$ cat config.mk
export PLATFORM = sky130hd
export DESIGN_NAME = crsc_top
export DESIGN_NICKNAME = d
export VERILOG_FILES = /design/src/rtl/crsc_pkg.sv /design/src/rtl/crsc_tmr_if.sv /design/src/rtl/crsc_pulse_timer.sv /design/src/rtl/crsc_top.sv
export VERILOG_INCLUDE_DIRS = /design/src /design/src/rtl
export SDC_FILE = /design/constraint.sdc
export NUM_CORES = 1
export LEC_CHECK = 0
export ABC_AREA = 1
export BUFFER_PORTS_ARGS = -buffer_cell sky130_fd_sc_hd__buf_4
export CORE_ASPECT_RATIO = 2
export CORE_UTILIZATION = 50
export CTS_BUF_LIST = sky130_fd_sc_hd__clkbuf_4 sky130_fd_sc_hd__clkbuf_8
export DETAILED_ROUTE_END_ITERATION = 6
export GPL_TIMING_DRIVEN = 0
export PLACE_DENSITY = 0.86
export SYNTH_ARGS = -nofsm -noshare
export SYNTH_HDL_FRONTEND = slang
export SYNTH_HIERARCHICAL = 1
export SYNTH_SLANG_ARGS = --single-unit
$ cat constraint.sdc
create_clock -name core_clk -period 3.9 [get_ports core_clk]
set_input_delay 0.39 -clock core_clk [delete_from_list [all_inputs] [get_ports core_clk]]
set_output_delay 0.39 -clock core_clk [all_outputs]
set_load 0.02 [all_outputs]
$ cat src/rtl/crsc_map.svh
// constants for the cpu reset and slowdown control block
// assumes a 10 MHz core clock and an axi4-lite register port
//
// Summary of operation
// An 8-bit read/write control register clears to zero at reset and its bits 7:4 are reserved.
// A reset starts only when the trigger bit 2 rises from 0 to 1, with the select bits picking soft, hard or hard with self test.
// Software writes the select bits with the trigger at 0 first, then writes the same select bits with the trigger at 1.
// A hard reset holds the processor reset request for 2 ms and the pci bus reset for 1 ms.
// A soft reset asserts warm-start and never the hard reset request.
// Self test happens only within a hard reset, where bit 3 adds warm-start to the reset request.
// The companion chip drives processor reset after the request, and a processor seeing warm-start at its release enters self test.
// While slowdown bit 0 is 1 the cache-flush output is asserted and the pipeline is stalled at the slowdown counter rate.
// While slowdown bit 0 is 0 nothing is stalled and the slowdown counter has no effect.
// Systems with the companion i/o bridge should start hard resets through its port at 0x0CF9 instead of this register.
// Pulse widths are timed by counting core clock cycles derived from a clock frequency figure.
// Self test set with hard reset clear counts as a soft reset when the trigger rises.
`ifndef CRSC_MAP_SVH
`define CRSC_MAP_SVH

// ============================================================
// register indices (byte address is four times the index)
`define CRSC_IDX_CTRL    8'h93
`define CRSC_IDX_SLOW    8'h94
`define CRSC_IDX_STAT    8'h95
`define CRSC_CTRL_RESET  8'h00
`define CRSC_SLOW_RESET  8'h00

// ============================================================
// control field positions
`define CRSC_BIT_SLOW    0
`define CRSC_BIT_HARD    1
`define CRSC_BIT_TRIG    2
`define CRSC_BIT_BIST    3

// ============================================================
// timing
`define CRSC_CLK_MHZ     10
`define CRSC_CLK_KHZ     10000
`define CRSC_HARD_MS     2
`define CRSC_PCI_MS      1
`define CRSC_WARM_NS     2000
`define CRSC_BHOLD_US    100
`define CRSC_WARM_CYC    ((`CRSC_WARM_NS * `CRSC_CLK_MHZ + 999) / 1000)
`define CRSC_BHOLD_CYC   (`CRSC_BHOLD_US * `CRSC_CLK_MHZ)

`endif

$ cat src/rtl/crsc_pkg.sv
// types for the cpu reset and slowdown control block
// assumes nothing beyond the constants header
package crsc_pkg;

  // ============================================================
  // sequencer states
  typedef enum logic [1:0] {
    CRSC_IDLE  = 2'b00,
    CRSC_HARD  = 2'b01,
    CRSC_BHOLD = 2'b10,
    CRSC_SOFT  = 2'b11
  } crsc_state_t;

  // register selection
  typedef enum logic [1:0] {
    CRSC_SEL_NONE = 2'b00,
    CRSC_SEL_CTRL = 2'b01,
    CRSC_SEL_SLOW = 2'b10,
    CRSC_SEL_STAT = 2'b11
  } crsc_sel_t;

  // ============================================================
  // state of the top module
  typedef struct packed {
    crsc_state_t st;
    logic        aw_got;
    logic [11:0] awaddr;
    logic        w_got;
    logic [31:0] wdata;
    logic [3:0]  wstrb;
    logic        bvalid;
    logic [1:0]  bresp;
    logic        rvalid;
    logic [1:0]  rresp;
    logic [31:0] rdata;
    logic [7:0]  ctrl;
    logic [7:0]  slow_cnt;
    logic [8:0]  div;
    logic        stall;
    logic        req;
    logic        pci;
    logic        warm;
    logic        flush;
  } crsc_top_state_t;

  // state of the pulse timer
  typedef struct packed {
    logic [15:0] remain;
  } crsc_tmr_state_t;

endpackage : crsc_pkg

$ cat src/rtl/crsc_tmr_if.sv
// link between the sequencer and its pulse timer
// assumes both ends run on core_clk
interface crsc_tmr_if;
  logic        start;
  logic [15:0] load;
  logic [15:0] remain;

  modport ctrl (output start, output load, input remain);
  modport tmr  (input start, input load, output remain);
endinterface : crsc_tmr_if

$ cat src/rtl/crsc_pulse_timer.sv
// down-counting pulse timer for the reset sequencer
// assumes start is a one-cycle pulse and load is at least 2
module crsc_pulse_timer
  import crsc_pkg::*;
(
  input wire logic core_clk,
  input wire logic arst_n,
  crsc_tmr_if.tmr  tif
);

  crsc_tmr_state_t s_q;
  crsc_tmr_state_t s_d;

  // load on start, otherwise count down to zero and rest there
  always_comb begin
    s_d = s_q;
    if (tif.start) begin
      s_d.remain = tif.load;
    end else if (s_q.remain != 16'h0000) begin
      s_d.remain = s_q.remain - 16'h0001;
    end
  end

  always_ff @(posedge core_clk or negedge arst_n) begin
    if (!arst_n) begin
      s_q <= '0;
    end else begin
      s_q <= s_d;
    end
  end

  assign tif.remain = s_q.remain;

endmodule : crsc_pulse_timer

$ cat src/rtl/crsc_top.sv
// cpu reset and slowdown control: axi4-lite register slave,
// reset sequencer and slowdown stall generator
// assumes synchronous inputs and a 10 MHz core_clk
//
// Chosen here: the AXI4-Lite register port.
`include "crsc_map.svh"

module crsc_top
  import crsc_pkg::*;
#(
  parameter int CLK_KHZ   = `CRSC_CLK_KHZ,
  parameter int HARD_CYC  = `CRSC_HARD_MS * CLK_KHZ,
  parameter int PCI_CYC   = `CRSC_PCI_MS * CLK_KHZ,
  parameter int BHOLD_CYC = `CRSC_BHOLD_CYC
) (
  input  wire logic        core_clk,
  input  wire logic        arst_n,
  // axi4-lite slave
  input  wire logic [11:0] s_axi_awaddr,
  input  wire logic        s_axi_awvalid,
  output wire logic        s_axi_awready,
  input  wire logic [31:0] s_axi_wdata,
  input  wire logic [3:0]  s_axi_wstrb,
  input  wire logic        s_axi_wvalid,
  output wire logic        s_axi_wready,
  output wire logic [1:0]  s_axi_bresp,
  output wire logic        s_axi_bvalid,
  input  wire logic        s_axi_bready,
  input  wire logic [11:0] s_axi_araddr,
  input  wire logic        s_axi_arvalid,
  output wire logic        s_axi_arready,
  output wire logic [31:0] s_axi_rdata,
  output wire logic [1:0]  s_axi_rresp,
  output wire logic        s_axi_rvalid,
  input  wire logic        s_axi_rready,
  // processor and pci side
  output wire logic        processor_reset_request_n,
  output wire logic        pci_bus_reset_n,
  output wire logic        processor_warm_start_n,
  output wire logic        processor_cache_flush_n,
  output wire logic        processor_stall
);

  localparam logic [15:0] HARD_LD  = 16'(HARD_CYC);
  localparam logic [15:0] PCI_END  = 16'(HARD_CYC - PCI_CYC + 1);
  localparam logic [15:0] BHOLD_LD = 16'(BHOLD_CYC);
  localparam logic [15:0] WARM_LD  = 16'(`CRSC_WARM_CYC);
  localparam logic [1:0]  RESP_OK  = 2'b00;
  localparam logic [1:0]  RESP_ERR = 2'b10;

  // ============================================================
  // address decode, shared by the read and write paths
  function automatic crsc_sel_t crsc_decode(input logic [11:0] addr);
    crsc_sel_t sel;
    sel = CRSC_SEL_NONE;
    if (addr[1:0] == 2'h0 && addr[11:10] == 2'h0) begin
      case (addr[9:2])
        `CRSC_IDX_CTRL: sel = CRSC_SEL_CTRL;
        `CRSC_IDX_SLOW: sel = CRSC_SEL_SLOW;
        `CRSC_IDX_STAT: sel = CRSC_SEL_STAT;
        default:        sel = CRSC_SEL_NONE;
      endcase
    end
    return sel;
  endfunction : crsc_decode

  crsc_top_state_t s_q;
  crsc_top_state_t s_d;
  crsc_tmr_if      tif ();

  crsc_pulse_timer u_timer (
    .core_clk (core_clk),
    .arst_n   (arst_n),
    .tif      (tif)
  );

  // ============================================================
  // handshake readies
  assign s_axi_awready = !s_q.aw_got && !s_q.bvalid;
  assign s_axi_wready  = !s_q.w_got && !s_q.bvalid;
  assign s_axi_arready = !s_q.rvalid;

  // ============================================================
  // next state
  always_comb begin
    logic [11:0] waddr;
    logic [31:0] wdat;
    logic [3:0]  wstb;
    logic        do_wr;
    logic        trig_rise;
    crsc_sel_t   wsel;
    crsc_sel_t   rsel;
    logic [7:0]  stat;
    waddr     = s_q.awaddr;
    wdat      = s_q.wdata;
    wstb      = s_q.wstrb;
    do_wr     = 1'b0;
    trig_rise = 1'b0;
    wsel      = CRSC_SEL_NONE;
    rsel      = CRSC_SEL_NONE;
    stat      = 8'h00;
    s_d       = s_q;
    tif.start = 1'b0;
    tif.load  = 16'h0000;

    // write channels: address and data taken in either order
    if (s_axi_awvalid && s_axi_awready) begin
      s_d.aw_got = 1'b1;
      s_d.awaddr = s_axi_awaddr;
      waddr      = s_axi_awaddr;
    end
    if (s_axi_wvalid && s_axi_wready) begin
      s_d.w_got = 1'b1;
      s_d.wdata = s_axi_wdata;
      s_d.wstrb = s_axi_wstrb;
      wdat      = s_axi_wdata;
      wstb      = s_axi_wstrb;
    end
    do_wr = s_d.aw_got && s_d.w_got && !s_q.bvalid;
    if (do_wr) begin
      wsel = crsc_decode(waddr);
      s_d.aw_got = 1'b0;
      s_d.w_got  = 1'b0;
      s_d.bvalid = 1'b1;
      s_d.bresp  = (wsel == CRSC_SEL_NONE) ? RESP_ERR : RESP_OK;
      // registers live in byte lane 0 only
      if (wstb[0]) begin
        case (wsel)
          CRSC_SEL_CTRL: begin
            // reserved upper nibble always held at zero
            s_d.ctrl  = {4'h0, wdat[3:0]};
            trig_rise = wdat[`CRSC_BIT_TRIG]
                        && !s_q.ctrl[`CRSC_BIT_TRIG];
          end
          CRSC_SEL_SLOW: s_d.slow_cnt = wdat[7:0];
          default: ;
        endcase
      end
    end
    if (s_q.bvalid && s_axi_bready) begin
      s_d.bvalid = 1'b0;
    end

    // read channel; status shows the sequencer and slowdown state
    stat = {3'h0, s_q.flush, s_q.warm, s_q.pci, s_q.req,
            (s_q.st != CRSC_IDLE)};
    if (s_axi_arvalid && s_axi_arready) begin
      rsel       = crsc_decode(s_axi_araddr);
      s_d.rvalid = 1'b1;
      s_d.rresp  = (rsel == CRSC_SEL_NONE) ? RESP_ERR : RESP_OK;
      case (rsel)
        CRSC_SEL_CTRL: s_d.rdata = {24'h0, s_q.ctrl};
        CRSC_SEL_SLOW: s_d.rdata = {24'h0, s_q.slow_cnt};
        CRSC_SEL_STAT: s_d.rdata = {24'h0, stat};
        default:       s_d.rdata = 32'h0;
      endcase
    end else if (s_q.rvalid && s_axi_rready) begin
      s_d.rvalid = 1'b0;
    end

    // reset sequencer; a trigger while busy is ignored
    case (s_q.st)
      CRSC_IDLE: begin
        if (trig_rise) begin
          // self test without hard reset falls back to soft
          if (s_d.ctrl[`CRSC_BIT_HARD]) begin
            tif.start = 1'b1;
            tif.load  = HARD_LD;
            s_d.req   = 1'b1;
            s_d.pci   = 1'b1;
            s_d.warm  = s_d.ctrl[`CRSC_BIT_BIST];
            s_d.st    = CRSC_HARD;
          end else begin
            tif.start = 1'b1;
            tif.load  = WARM_LD;
            s_d.warm  = 1'b1;
            s_d.st    = CRSC_SOFT;
          end
        end
      end
      CRSC_HARD: begin
        // pci reset ends halfway, the request at the timer's end
        s_d.pci = s_q.pci && (tif.remain > PCI_END);
        if (tif.remain <= 16'h0001) begin
          s_d.req = 1'b0;
          if (s_q.warm) begin
            // warm-start must outlast the companion's reset release
            tif.start = 1'b1;
            tif.load  = BHOLD_LD;
            s_d.st    = CRSC_BHOLD;
          end else begin
            s_d.st = CRSC_IDLE;
          end
        end
      end
      CRSC_BHOLD, CRSC_SOFT: begin
        if (tif.remain <= 16'h0001) begin
          s_d.warm = 1'b0;
          s_d.st   = CRSC_IDLE;
        end
      end
      default: s_d.st = CRSC_IDLE;
    endcase

    // slowdown: one stall cycle every slow_cnt + 2 cycles
    if (s_q.ctrl[`CRSC_BIT_SLOW]) begin
      s_d.flush = 1'b1;
      s_d.stall = (s_q.div == {1'b0, s_q.slow_cnt} + 9'h001);
      s_d.div   = s_d.stall ? 9'h000 : s_q.div + 9'h001;
    end else begin
      s_d.flush = 1'b0;
      s_d.stall = 1'b0;
      s_d.div   = 9'h000;
    end
  end

  // ============================================================
  // single state register
  always_ff @(posedge core_clk or negedge arst_n) begin
    if (!arst_n) begin
      s_q <= '0;
    end else begin
      s_q <= s_d;
    end
  end

  // ============================================================
  // outputs, all from flip-flops
  assign s_axi_bvalid              = s_q.bvalid;
  assign s_axi_bresp               = s_q.bresp;
  assign s_axi_rvalid              = s_q.rvalid;
  assign s_axi_rresp               = s_q.rresp;
  assign s_axi_rdata               = s_q.rdata;
  assign processor_reset_request_n = !s_q.req;
  assign pci_bus_reset_n           = !s_q.pci;
  assign processor_warm_start_n    = !s_q.warm;
  assign processor_cache_flush_n   = !s_q.flush;
  assign processor_stall           = s_q.stall;

endmodule : crsc_top

# Word level (Yosys, flattened, before mapping)
# Cells that the tools add are included.
[totals] reg_bits=132 in_bits=67 wordCells=141
[op_classes] reduce_logical=43 addsub=3 magnitude_cmp=2 eq_ne=19 n_mux=53
[op_table] op="8-bit == test, second input constant" count=6
[op_table] op="37-bit two-way mux" count=1
[op_table] op="12-bit two-way mux" count=3
[op_table] op="16-bit two-way mux" count=2
[op_table] op="10-bit two-way mux" count=3
[op_table] op="15-bit two-way mux" count=2
[op_table] op="15-bit case mux with 2 select lines" count=1
[op_table] op="2-bit two-way mux" count=12
[op_table] op="8-bit case mux with 3 select lines" count=1
[op_table] op="2-bit case mux with 3 select lines" count=3
[op_table] op="16-bit by 14-bit > comparator with 1-bit output, second input constant" count=1
[op_table] op="16-bit by 1-bit less-or-equal comparator with 1-bit output, second input constant" count=1
[op_table] op="8-bit two-way mux" count=2
[op_table] op="16-bit nonzero test" count=1
[op_table] op="16-bit by 1-bit subtractor with 16-bit output, second input constant" count=1
[op_table] op="1-bit two-way mux" count=15
[op_table] op="3-bit AND reduction" count=5
[op_table] op="2-bit zero test" count=7
[op_table] op="1-bit logical AND" count=13
[op_table] op="13-bit two-way mux" count=1
[op_table] op="2-bit nonzero test" count=6
[op_table] op="2-bit == test, second input constant" count=5
[op_table] op="8-bit by 1-bit adder with 9-bit output, second input constant" count=1
[op_table] op="9-bit by 1-bit adder with 9-bit output, second input constant" count=1
[op_table] op="other kinds (11)" count=26

# Logic depth before layout (Yosys ltp)
[depth] word_depth=16 mapped_depth=21 ltp_nobuf=20

# By module
# Netlist, hierarchy kept.
[by_module_without_submodules] module="crsc_top" seq_area_each_um2=1576.5 area_per_inst_um2=3653.5 instances=1 cells_each=443
[by_module_without_submodules] module="crsc_pulse_timer" seq_area_each_um2=400.4 area_per_inst_um2=1159.9 instances=1 cells_each=178

# Worst setup path after synthesis
# OpenSTA, ideal clock, no wires.
[synth_path] path_type="flip-flop to flip-flop" from="reg s_q (netlist bit s_axi_bvalid)" to="reg u_timer.s_q (netlist bit u_timer/tif.remain[9])" synth_period_minus_slack_ps=2527 arrival_ps=2405 required_ps=3778 stages_incl_launch_ff=18 setup_slack_ps=1373 path_cell_list="dfrtp_1 nor2_4 buf_6 nand3_1 nand2_1 nand2_1 nor2_4 nand2_2 nor2_8 nand4_2 nor2_4 inv_2 nand2_1 inv_1 buf_2 or2_2 nand2_1 a21oi_2"
[synth_lines] element="start, declared" line_no="crsc_top.sv:67" text="crsc_top_state_t s_q;"
[synth_lines] element="start signal, assigned" line_no="crsc_top.sv:221" text="s_q <= '0;"
[synth_lines] element="start signal, assigned" line_no="crsc_top.sv:223" text="s_q <= s_d;"
[synth_lines] element="1-bit zero test *" line_no="crsc_top.sv:79" text="assign s_axi_awready = !s_q.aw_got && !s_q.bvalid;"
[synth_lines] element="1-bit logical AND *" line_no="crsc_top.sv:79"
[synth_lines] element="net s_axi_awready" line_no="crsc_top.sv:21" text="output wire logic s_axi_awready,"
[synth_lines] element="1-bit logical AND *" line_no="crsc_top.sv:107" text="if (s_axi_awvalid && s_axi_awready) begin"
[synth_lines] element="12-bit two-way mux" line_no="crsc_top.sv:107"
[synth_lines] element="8-bit == test or 2-bit zero test (tied branches)" line_no="crsc_top.sv:57, crsc_top.sv:56"
[synth_lines] element="2-bit case mux with 3 select lines or 1-bit logical AND (tied branches)" line_no="crsc_top.sv:57, crsc_top.sv:56"
[synth_lines] element="2-bit two-way mux" line_no="crsc_top.sv:56" text="if (addr[1:0] == 2'h0 && addr[11:10] == 2'h0) begin"
[synth_lines] element="2-bit two-way mux" line_no="crsc_top.sv:120" text="if (do_wr) begin"
[synth_lines] element="2-bit by 1-bit == test with 1-bit output" line_no="crsc_top.sv:128" text="case (wsel)"
[synth_lines] element="1-bit two-way mux" line_no="crsc_top.sv:128"
[synth_lines] element="1-bit two-way mux" line_no="crsc_top.sv:127" text="if (wstb[0]) begin"
[synth_lines] element="1-bit two-way mux *" line_no="crsc_top.sv:120"
[synth_lines] element="1-bit two-way mux *" line_no="crsc_top.sv:164" text="if (trig_rise) begin"
[synth_lines] element="1-bit case mux with 2 select lines *" line_no="crsc_top.sv:162" text="case (s_q.st)"
[synth_lines] element="net tif.start" line_no="crsc_tmr_if.sv:4" text="logic start;"
[synth_lines] element="16-bit two-way mux or 2-bit nonzero test (tied branches)"
[synth_lines] element="end signal, assigned" line_no="crsc_pulse_timer.sv:26" text="s_q <= '0;"
[synth_lines] element="end signal, assigned" line_no="crsc_pulse_timer.sv:28" text="s_q <= s_d;"
[synth_lines] element="end, declared" line_no="crsc_pulse_timer.sv:11" text="crsc_tmr_state_t s_q;"
# Mark *: on every way through the listed nets, which the timed path passes. The rest lies on a longest branch. The select of a mux whose other input is x is not followed.
# A chain may end at the register's enable or synchronous reset.

# Final worst setup path
[layout_path] from="reg u_timer.s_q (netlist bit u_timer/tif.remain[6])" to="reg u_timer.s_q (netlist bit u_timer/tif.remain[9])"
[layout_between] elab_chain_len=4
[layout_lines] element="16-bit by 1-bit less-or-equal comparator with 1-bit output *" line_no="crsc_top.sv:184" text="if (tif.remain <= 16'h0001) begin"
[layout_lines] element="1-bit two-way mux *" line_no="crsc_top.sv:184"
[layout_lines] element="1-bit case mux with 2 select lines *" line_no="crsc_top.sv:162"
[layout_lines] element="net tif.start" line_no="crsc_tmr_if.sv:4"
[layout_lines] element="16-bit two-way mux or 2-bit nonzero test (tied branches)"
# Marks and branches as above.

==> reports/results.ini <==
[synthesis]
ys.flop_type = dfrtp_1
yosysWarnings = 6
synthTopCellsByArea = dfrtp_1 41%, nand2_1 12%, inv_1 6.7%
yosysSeqAreaShare = 0.411
yosysTopAreaCellShare = 0.411
ys_seq_elements = 79
yosysMostFrequentCell = nand2_1
netlist_area_um2 = 4810
yosys-top-cells-count = 154 x nand2_1, 86 x inv_1, 79 x dfrtp_1
synthArstFlopShare = 1.00
syn-instance-count = 621
syn_area_per_cell_um2 = 7.75
synth_edf_count = 0
synth.distinct_cells = 41
yosysTopAreaCell = dfrtp_1

[timing]
rsz0062_at_grt = false
setup_violations = 0
max_freq_mhz = 350
max-slew-margin-rel = 0.330
fin_skew_ns = 0.00977
finalHoldViolCount = 0
layout_setup_ws_ns = 1.04
worstMarginPinSlew_ns = 1.00
fin_crit_ns = 2.86
min_period_over_period = 0.733
setup_tns_ns = 0
slew_violations = 0

[grt]
grt_use_total = 0.234
grt_pass1_wl_mm = 18.3
grt_remaining_overflow = 0
antenna_found_initial = 0
grt_pass1_vias = 4207
grt_max_degree = 80

[clock_network]
cts_setup_buffers = 0
cts_buffer_depth = 2
htree_levels = 3
clk_pin_slew_ns = 0.08
ctsResizeCount = 0
clk_latency_ns = 0.36
cts-buffers-inserted = 9
hold_buffers = 0
clock_sinks = 79
root_buffer = clkbuf_8
cts_tree = yes

[status]
status = finished, violations left
violations = design-rule violations

[layout]
fin_util = 0.609
diodes = 0
syn_to_final_growth_pct = 18.7
fin_cells = 829
fillers = 827
nets = 791
layout-drive-gt1-share = 0.247

[worst_setup_path]
crit_slowest_cell = nor3_1
critPathRequiredTime_ns = 4.15
path_cells = or2_2 > nor4_1 > nand3_1 > nor3_1 > inv_1 > nand2_1 > inv_1 > buf_2 > or2_2 > nand2_1 > a21oi_2
crit_type = register to register
arrival_ns = 3.11
max_stage_delay_ns = 0.59
worstSetupStartpointType = register
cp_max_fo = 10
endpoint_kind = register

[place]
dp_hpwl_mm = 8.63
gp_congestion = 0.958
post-place-cells = 814
port-buffer-count = 59
pre_cts_ws_ns = 1.06

[routing]
ant_nets = 0
wl_per_cell_um = 13.5
drtIter0Drc = 372
via_per_inst = 5.14
num_vias = 4265
first_pass_iters = 7
drc = 11
routed_wl_mm = 11.2

[pwr]
power_leakage_uw = 0.00304
ir_worst_vdd_v = 0.000238
power_uw = 2920
p_per_area_nw_per_um2 = 511

[floorplan]
die-area_um2 = 10000
start_util = 0.513
die_y_um = 141
std_cell_rows = 50
ios = 113
die_x_um = 71.4
core_um2 = 9380

[hold_path]
hold_class = input port to async pin

[job]
maxCapViolations = 0

## cell type report
cell class	count	area, µm²	share of cell area
Tap cell	104	130	0.0228
Sequential cell	79	1980	0.346
Clock buffer	10	131	0.0230
Clock inverter	5	83.8	0.0147
Inverter	90	338	0.0591
Multi-Input combinational cell	437	2280	0.399
Timing Repair Buffer	59	443	0.0775
Buffer	45	333	0.0582
## power by group
part / switching, µW / leakage, µW / internal (µW)
combinational: 675 / 0.00195 / 393
clock: 303 / 0.000102 / 365
sequential: 170 / 0.000988 / 1010
## metal layers
| metal | GRT usage | wire length (µm) | vias up |
|---|---|---|---|
| met4 | 0.131 | 428 | 0 |
| met1 | 0.219 | 3780 | 2004 |
| met5 | 0 | 0 | - |
| li1 | - | - | 2071 |
| met2 | 0.461 | 6480 | 148 |
| met3 | 0.0336 | 486 | 42 |
## worst max-delay path: cells and delay by family (launching register included)
family	cells	cell delay, ns
compound gates	1	0.03
simple gates	7	1.83
flops	1	0.44
buf+inv	3	0.44
## cell usage in the layout, fill, tap and decap left out, drive strengths merged
cell type  instances
nand3             45
nor3b              2
o211ai             2
clkinv             2
nor2              76
nand4              8
nor4               3
inv               89
dfrtp             79
bufinv             2
clkbuf            11
nand2            168
a22oi              1
ha                 3
xor2              15
buf              103
nor3               2
o21ai             39
a21oi              8
nand3b            10
or2                8
conb              31
o221ai             4
xnor2              5
o31ai              2
clkinvlp           2
and2               5
## through the flow
| stage | hold slack [ns] | cell area, µm² |
|---|---|---|
| finish | 0.171 | 5710 |
| global route | 0.223 | 5710 |
| CTS | 0.204 | 5710 |
| detailed placement | 0.425 | 5500 |
| global placement | 0.421 | 5500 |
| floorplan | 0.0944 | 4930 |
## registers in the layout (all words and copies together), names as in the netlist
register,count
s_axi_rvalid,1
s_axi_rdata,8
s_axi_rresp,1
s_q,50
u_timer/tif.remain,16
processor_stall,1
s_axi_bvalid,1
s_axi_bresp,1
## worst paths after layout
kind	to	depth (start not counted)	slack (ns)	from
worst max-delay path	u_timer/tif.remain[9]$_DFFE_PN0P_	11	1.04	u_timer/tif.remain[6]$_DFFE_PN0P_
worst min-delay path	s_q[5]$_DFF_PN0_	1	0.17	arst_n
worst max register to register	u_timer/tif.remain[9]$_DFFE_PN0P_	11	1.04	u_timer/tif.remain[6]$_DFFE_PN0P_
worst min register to register	s_q[0]$_DFF_PN0_	0	0.44	s_q[22]$_DFFE_PN0P_
max in group asynchronous	s_axi_rvalid$_DFFE_PN0P_	1	3.05	arst_n
min in group core_clk	s_axi_bvalid$_DFFE_PN0P_	2	0.21	s_axi_bready
## cell families after synthesis
logic type               after synthesis  share of synthesized area
AND/OR/NAND/NOR                      327                      0.332
buffers and inverters                135                      0.139
flip-flops                            79                      0.411
AO/OA/AOI/OAI                         56                     0.0725
XOR/XNOR                              20                     0.0364
adder cells (fa/ha/maj)                3                    0.00780
other                                  1                   0.000779
(Power assumes the default switching activity.)
